## src/core/comp1_defs.svh

```systemverilog
`ifndef COMP1_DEFS_SVH
`define COMP1_DEFS_SVH

// ==========================================================
// Register offsets on the plain register port
`define CTRL_ADDR 8'h00
`define IRQ_STATUS_ADDR 8'h01
`define IRQ_MASK_ADDR 8'h02

// ==========================================================
// Control register field positions
`define ENABLE_BIT 7
`define RESULT_BIT 6
`define PIN_DRIVE_BIT 5
`define INVERT_BIT 4
`define UNUSED_BIT 3
`define REF_SELECT_BIT 2
`define CHANNEL_HI 1
`define CHANNEL_LO 0

// Bits that software may write in the control register
`define CTRL_WRITE_MASK 8'hB7

// ==========================================================
// Interrupt status and mask field positions
`define IRQ_MISMATCH_BIT 0
`define IRQ_CHANGE_BIT 1
`define IRQ_WRITE_MASK 8'h03

// ==========================================================
// Reset values
`define CTRL_RESET 8'h00
`define IRQ_STATUS_RESET 8'h00
`define IRQ_MASK_RESET 8'h00

`endif

```

## src/core/comp1_pkg.sv

```systemverilog
package comp1_pkg;

  // ==========================================================
  // Shared types
  typedef logic [7:0] reg_byte_t;

  typedef enum logic [1:0] {
    neg_pin_0,
    neg_pin_1,
    neg_pin_2,
    neg_pin_3
  } neg_channel_t;

endpackage : comp1_pkg

```

## src/core/comparator_one_control.sv

```systemverilog
// Notes on behaviour
// Bit 7 enables the comparator: one on, zero off.
// Bit 5 presents the result on the output pin when set.
// Pin driven only with pin drive, enable set and direction zero.
// Bit 2 picks internal reference when one, positive pin when zero.
// Bits 1-0 choose one of four shared negative pins.
// Bit 3 reads zero and ignores writes.
// Invert bit flips the reported result.
// The result is a read-only status bit of the control register.
// Every read or write captures the result into the mismatch latch; the code captures only on control register accesses.
// Reset returns the control register to zero, comparator off.
//
// Added by the designer: the register offsets and strobed register access.
`timescale 1ns/1ns
`include "comp1_defs.svh"

module comparator_one_control
  import comp1_pkg::*;
(
  input wire logic mclk,
  input wire logic sys_rst,
  input wire logic clk_en,
  input wire logic [7:0] reg_addr,
  input wire logic [7:0] reg_wdata,
  input wire logic reg_wr,
  input wire logic reg_rd,
  output logic [7:0] reg_rdata,
  input wire logic comp1_raw,
  input wire logic pin_direction,
  output logic comp1_enable,
  output logic comp1_ref_select,
  output logic [3:0] comp1_neg_channel_sel,
  output logic comp1_pin_out,
  output logic comp1_pin_oe,
  output logic irq
);

  // ==========================================================
  // Helper functions

  // One-hot pin select from the channel code
  function automatic logic [3:0] channel_onehot(input neg_channel_t code);
    logic [3:0] sel;
    sel = 4'h0;
    case (code)
      neg_pin_0: begin
        sel = 4'h1;
      end
      neg_pin_1: begin
        sel = 4'h2;
      end
      neg_pin_2: begin
        sel = 4'h4;
      end
      default: begin
        sel = 4'h8;
      end
    endcase
    return sel;
  endfunction : channel_onehot

  // Address match with a strobe, used by every register
  function automatic logic hit(input logic stb, input logic [7:0] addr,
                               input logic [7:0] target);
    return stb && (addr == target);
  endfunction : hit

  // ==========================================================
  // Declarations

  reg_byte_t comparator_one_control;
  reg_byte_t next_comparator_one_control;
  reg_byte_t irq_status;
  reg_byte_t next_irq_status;
  reg_byte_t irq_mask;
  reg_byte_t next_irq_mask;
  reg_byte_t next_reg_rdata;
  reg_byte_t ctrl_view;
  logic raw_sync;
  logic comp1_result;
  logic ctrl_wr;
  logic ctrl_rd;
  logic status_wr;
  logic mask_wr;
  logic mismatch;
  logic mismatch_rise;
  logic result_change;
  logic comp1_invert;
  logic comp1_pin_drive;
  neg_channel_t comp1_neg_channel;

  // ==========================================================
  // Input crossing

  // The analog result arrives from outside the clock domain
  level_sync u_raw_sync (
    .mclk(mclk),
    .sys_rst(sys_rst),
    .clk_en(clk_en),
    .async_in(comp1_raw),
    .sync_out(raw_sync)
  );

  // ==========================================================
  // Field views of the control register

  assign comp1_enable = comparator_one_control[`ENABLE_BIT];
  assign comp1_pin_drive = comparator_one_control[`PIN_DRIVE_BIT];
  assign comp1_invert = comparator_one_control[`INVERT_BIT];
  assign comp1_ref_select = comparator_one_control[`REF_SELECT_BIT];
  assign comp1_neg_channel =
    neg_channel_t'(comparator_one_control[`CHANNEL_HI:`CHANNEL_LO]);

  // Only one negative pin is steered to the inverting input at a time
  assign comp1_neg_channel_sel = channel_onehot(comp1_neg_channel);

  // ==========================================================
  // Result path

  // A disabled comparator reports zero; polarity applied before enable
  assign comp1_result = comp1_enable & (raw_sync ^ comp1_invert);

  // Pin drive needs all three conditions; unlatched like the raw output
  assign comp1_pin_oe = comp1_pin_drive & comp1_enable & ~pin_direction;
  assign comp1_pin_out = comp1_result;

  // ==========================================================
  // Bus decode

  assign ctrl_wr = hit(reg_wr, reg_addr, `CTRL_ADDR);
  assign ctrl_rd = hit(reg_rd, reg_addr, `CTRL_ADDR);
  assign status_wr = hit(reg_wr, reg_addr, `IRQ_STATUS_ADDR);
  assign mask_wr = hit(reg_wr, reg_addr, `IRQ_MASK_ADDR);

  // ==========================================================
  // Mismatch circuit

  // A write counts as a read too, so both refresh the latch
  mismatch_detect u_mismatch (
    .mclk(mclk),
    .sys_rst(sys_rst),
    .clk_en(clk_en),
    .result_now(comp1_result),
    .capture(ctrl_rd | ctrl_wr),
    .mismatch(mismatch),
    .mismatch_rise(mismatch_rise),
    .result_change(result_change)
  );

  // ==========================================================
  // Control register

  // Result bit and bit 3 are not stored; only writable bits load
  always_comb begin
    next_comparator_one_control = comparator_one_control;
    if (sys_rst) begin
      next_comparator_one_control = `CTRL_RESET;
    end else if (clk_en && ctrl_wr) begin
      next_comparator_one_control = reg_wdata & `CTRL_WRITE_MASK;
    end
  end

  always_ff @(posedge mclk) begin
    comparator_one_control <= next_comparator_one_control;
  end

  // ==========================================================
  // Interrupt status and mask

  // Set wins over a write-one clear in the same cycle
  always_comb begin
    next_irq_status = irq_status;
    next_irq_mask = irq_mask;
    if (sys_rst) begin
      next_irq_status = `IRQ_STATUS_RESET;
      next_irq_mask = `IRQ_MASK_RESET;
    end else if (clk_en) begin
      if (status_wr) begin
        next_irq_status = irq_status & ~(reg_wdata & `IRQ_WRITE_MASK);
      end
      if (mask_wr) begin
        next_irq_mask = reg_wdata & `IRQ_WRITE_MASK;
      end
      if (mismatch_rise) begin
        next_irq_status[`IRQ_MISMATCH_BIT] = 1'b1;
      end
      if (result_change) begin
        next_irq_status[`IRQ_CHANGE_BIT] = 1'b1;
      end
    end
  end

  always_ff @(posedge mclk) begin
    irq_status <= next_irq_status;
    irq_mask <= next_irq_mask;
  end

  // Level output, high while any unmasked flag stands
  assign irq = |(irq_status & irq_mask);

  // ==========================================================
  // Read path

  // Result inserted live; unused bit 3 forced to zero
  always_comb begin
    ctrl_view = comparator_one_control & `CTRL_WRITE_MASK;
    ctrl_view[`RESULT_BIT] = comp1_result;
  end

  // Data stand the cycle after the strobe and hold while clk_en is low; unmapped reads zero
  always_comb begin
    next_reg_rdata = 8'h00;
    if (sys_rst) begin
      next_reg_rdata = 8'h00;
    end else if (!clk_en) begin
      next_reg_rdata = reg_rdata;
    end else if (reg_rd) begin
      case (reg_addr)
        `CTRL_ADDR: begin
          next_reg_rdata = ctrl_view;
        end
        `IRQ_STATUS_ADDR: begin
          next_reg_rdata = irq_status;
        end
        `IRQ_MASK_ADDR: begin
          next_reg_rdata = irq_mask;
        end
        default: begin
          next_reg_rdata = 8'h00;
        end
      endcase
    end
  end

  always_ff @(posedge mclk) begin
    reg_rdata <= next_reg_rdata;
  end

endmodule : comparator_one_control

```

## src/core/level_sync.sv

```systemverilog
`timescale 1ns/1ns

// ==========================================================
// Two-stage synchroniser for an asynchronous level
module level_sync (
  input wire logic mclk,
  input wire logic sys_rst,
  input wire logic clk_en,
  input wire logic async_in,
  output logic sync_out
);

  logic stage_one;
  logic next_stage_one;
  logic next_sync_out;

  // Stage one is read by stage two only
  always_comb begin
    next_stage_one = stage_one;
    next_sync_out = sync_out;
    if (sys_rst) begin
      next_stage_one = 1'b0;
      next_sync_out = 1'b0;
    end else if (clk_en) begin
      next_stage_one = async_in;
      next_sync_out = stage_one;
    end
  end

  always_ff @(posedge mclk) begin
    stage_one <= next_stage_one;
    sync_out <= next_sync_out;
  end

endmodule : level_sync

```

## src/core/mismatch_detect.sv

```systemverilog
`timescale 1ns/1ns

// ==========================================================
// Two-latch mismatch circuit with edge event output
module mismatch_detect (
  input wire logic mclk,
  input wire logic sys_rst,
  input wire logic clk_en,
  input wire logic result_now,
  input wire logic capture,
  output logic mismatch,
  output logic mismatch_rise,
  output logic result_change
);

  logic read_latch;
  logic cycle_latch;
  logic mismatch_q;
  logic next_read_latch;
  logic next_cycle_latch;
  logic next_mismatch_q;

  // Mismatch is the xor of the two latches
  assign mismatch = read_latch ^ cycle_latch;
  // Edge, not level, raises the event so a flag clear needs no reread
  assign mismatch_rise = mismatch & ~mismatch_q;
  assign result_change = result_now ^ cycle_latch;

  // Read latch follows captures, cycle latch follows every cycle
  always_comb begin
    next_read_latch = read_latch;
    next_cycle_latch = cycle_latch;
    next_mismatch_q = mismatch_q;
    if (sys_rst) begin
      next_read_latch = 1'b0;
      next_cycle_latch = 1'b0;
      next_mismatch_q = 1'b0;
    end else if (clk_en) begin
      next_cycle_latch = result_now;
      next_mismatch_q = mismatch;
      if (capture) begin
        next_read_latch = result_now;
      end
    end
  end

  always_ff @(posedge mclk) begin
    read_latch <= next_read_latch;
    cycle_latch <= next_cycle_latch;
    mismatch_q <= next_mismatch_q;
  end

endmodule : mismatch_detect

```

## config.mk

```make
export PLATFORM = sky130hd
export DESIGN_NAME = comparator_one_control
export DESIGN_NICKNAME = d
export VERILOG_FILES = /design/src/core/comp1_pkg.sv /design/src/core/comparator_one_control.sv /design/src/core/level_sync.sv /design/src/core/mismatch_detect.sv
export VERILOG_INCLUDE_DIRS = /design/src /design/src/core
export SDC_FILE = /design/constraint.sdc
export NUM_CORES = 1
export LEC_CHECK = 0
export ABC_AREA = 0
export BUFFER_PORTS_ARGS = -buffer_cell sky130_fd_sc_hd__buf_4
export CELL_PAD_IN_SITES_DETAIL_PLACEMENT = 1
export CELL_PAD_IN_SITES_GLOBAL_PLACEMENT = 2
export CORE_MARGIN = 3
export CORE_UTILIZATION = 29
export CTS_BUF_LIST = sky130_fd_sc_hd__clkbuf_8 sky130_fd_sc_hd__clkbuf_16
export CTS_CLUSTER_DIAMETER = 200
export DETAILED_ROUTE_END_ITERATION = 10
export PLACE_DENSITY_LB_ADDON = 0.12
export REMOVE_ABC_BUFFERS = 1
export SETUP_SLACK_MARGIN = 0.3
export SLEW_MARGIN = 20
export SYNTH_ARGS = -nofsm -noshare
export SYNTH_HDL_FRONTEND = slang
export SYNTH_SLANG_ARGS = --single-unit
```

## constraint.sdc

```tcl
create_clock -name mclk -period 2.48 [get_ports mclk]
set_clock_uncertainty 0.1 [all_clocks]
set_input_delay 0 -clock mclk [delete_from_list [all_inputs] [get_ports mclk]]
set_output_delay 0 -clock mclk [all_outputs]
set_load 0.02 [all_outputs]
```

==> flow_metrics.tcl <==
set metrics [dict create \
    grt_max_degree 22 \
    synth_top_area_cell "dfxtp_1" \
    antenna_found_initial 0 \
    grt_pass1_wl_microns 4820 \
    worstSetupPathType "primary input to flop" \
    synth-seq-cells 22 \
    dieArea_sq_um 4240 \
    power_density_nw_per_um2 428 \
    drt_wl_total_microns 2860 \
    n_antenna_cell 0 \
    path_cells "dlygate4sd3_1 -> buf_4 -> nor3b_4 -> nand4_4 -> mux2i_1 -> nor2_1 -> dlygate4sd3_1" \
    vias 969 \
    hold_violations 0 \
    start_util_pct 31.6 \
    met2_usage_pct 29.5 \
    mostFrequentLayoutCells "buf_4 (36), dfxtp_1 (22), nor2_1 (20)" \
    io-pin-count 40 \
    synthDistinctLibCells 29 \
    layout_commonest_cell "buf_4" \
    layout-drive-gt1-share_pct 29.9 \
    syn-instance-count 106 \
    placed_cell_area_sq_um 1310 \
    netlist.area_leader.share_pct 43.5 \
    cp_common_cell "dlygate4sd3_1" \
    fin_crit_sh_pct 83.0 \
    cp_max_fo 8 \
    outcome "finished, final reports clean" \
    cpLargestDelayFamily "buffers and inverters" \
    p_leak_nw 0.722 \
    use_met1_pct 14.8 \
    max-vdd-ir-drop_mv 0.229 \
    viasPerCell 4.82 \
    setup_viol 0 \
    met3_usage_pct 3.25 \
    cap_viol_max_count 0 \
    die_x_microns 65.1 \
    holdWs_ps 24.6 \
    cts_root_buffer "clkbuf_8" \
    grt_pass1_vias 1095 \
    hold_class "primary input to flop" \
    drcViolationCount 0 \
    crit_arrival_ps 2110 \
    detail_route.wl_per_cell_microns 14.2 \
    finalWeightedCongestion 0.754 \
    fin_tns_setup_ps 0 \
    cts.sinks 22 \
    firstDrtPassIters 3 \
    ys_seq_area_share_pct 43.5 \
    crit_path_max_incr_delay_ps 560 \
    min_period_ps 2060 \
    worstSetupStartpointType "primary input" \
    synth_area_sq_um 1010 \
    cp-end-kind "flop" \
    path_buf_inv 3 \
    drv_slew 0 \
    dp_hpwl_microns 1970 \
    fmax_mhz 486 \
    grt_overflow 0 \
    port_buffers 36 \
    track_usage_pct 14.8 \
    ys_warn_count 0 \
    cts_max_level 1 \
    clk-insertion-delay-late_ps 260 \
    cts.path.max_buffers 2 \
    fin_nets 182 \
    drt_iter0_markers 37 \
    grt.busiest_layer "met2" \
    clkSlewWorstSetupHoldPaths_ps 80 \
    synthToLayoutAreaGrowth_pct 51.2 \
    stdcell_area_sq_um 1530 \
    rsz0062_at_grt "false" \
    syn_avg_cell_area_sq_um 9.56 \
    die_h_microns 65.1 \
    cts_setup_buffers 0 \
    num_rows 20 \
    numCtsBuffers 3 \
    critPathSlowestCell "dlygate4sd3_1" \
    synth_area_leaders "dfxtp_1 (43%), mux2i_1 (14%), nor2_1 (7.4%)" \
    drtAntennaViolNets 0 \
    core-area_sq_um 3200 \
    required_ps 2530 \
    cts_tree "done" \
]
-- cells by family (layout without fill, tap and decap cells) --
group / after synthesis / count (layout) / synth area share, %
AND/OR/NAND/NOR: 45 / 45 / 25.3
flip-flops: 22 / 22 / 43.5
other: 1 / 1 / 0.370
XOR/XNOR: 3 / 3 / 2.59
buffers and inverters: 6 / 57 / 2.96
multiplexers: 14 / 14 / 13.8
AO/OA/AOI/OAI: 15 / 15 / 11.5
-- per-stage QoR --
stage	total power [mW]	setup WS, ps	utilization (%)	std cells
after global routing	0.683	308	47.9	201
after floorplan	0.381	1210	-	101
after global placement	0.423	1070	41.0	181
after CTS	0.661	347	47.6	201
after detailed placement	0.425	1020	41.0	181
final	0.656	422	47.9	201
-- sequential cells by signal, summed over array words and instances (netlist names), 2 cells and up --
name and count:
comparator_one_control 6, irq_mask 2, reg_rdata 7, irq_status 2
-- power by group --
part / switching, mW / total (mW) / internal (mW) / leakage [nW]
Sequential: 0.00130 / 0.357 / 0.355 / 0.178
Clock: 0.114 / 0.223 / 0.108 / 0.0216
Combinational: 0.0348 / 0.0771 / 0.0423 / 0.523
Total: 0.150 / 0.656 / 0.506 / 0.722
-- metal layers --
layer | routed length [microns] | up-vias | share of wire, %
met3 | 143 | 4 | 5.0
met5 | 0 | - | 0
met1 | 1140 | 468 | 40
met2 | 1540 | 26 | 54
li1 | - | 471 | -
met4 | 33 | 0 | 1.2
-- final timing paths --
kind                                                        start                                      to  slack [ps]  cells past startpoint
worst min-delay path                                  reg_addr[6]              irq_status[1]$_SDFFE_PP0P_          20                      5
worst max-delay path                                       clk_en  comparator_one_control[4]$_SDFFE_PP0P_         420                      7
worst min register to register          reg_rdata[2]$_SDFFE_PP0P_               reg_rdata[2]$_SDFFE_PP0P_         390                      2
worst max register to register  u_raw_sync.stage_one$_SDFFE_PP0P_       u_raw_sync.stage_one$_SDFFE_PP0P_         670                      4
-- layout make-up --
cell class | instances | area (sq um)
inverter | 1 | 3.75
clock buffer | 3 | 41.3
multi-input combinational | 78 | 552
timing repair buffer | 53 | 440
sequential | 22 | 440
tap | 44 | 55.1
fill | 394 | 1670
-- worst reg2reg max path: stages (launching register included) --
cell           delay, ps
dfxtp_1              320
mux2i_1              120
dlygate4sd3_1        570
nor2_1                40
dlygate4sd3_1        550
-- synthesized netlist by cell type --
master	n
dfxtp_1	22
nor2_1	20
mux2i_1	14
nand2_1	6
nor2b_1	5
a22o_2	3
clkbuf_1	3
nand3_1	3
a211oi_1	2
a21oi_1	2
a221oi_1	2
a22o_1	2
and2_1	2
buf_4	2
nand4_1	2
o21ai_0	2
xor2_1	2
and2_4	1
and4b_4	1
conb_1	1
inv_1	1
nand3b_1	1
nand4_2	1
nor3_1	1
nor3b_4	1
nor4_4	1
o2111ai_1	1
o31ai_1	1
xnor2_1	1
-- timing repair --
item / CTS / global route
endpoints found under the setup margin: 0 / 5
gates resized for setup: 0 / 1
endpoints found under the hold margin: 18 / 0
hold buffers: 17 / 0
Note: power is estimated with default switching activity, not from simulation.
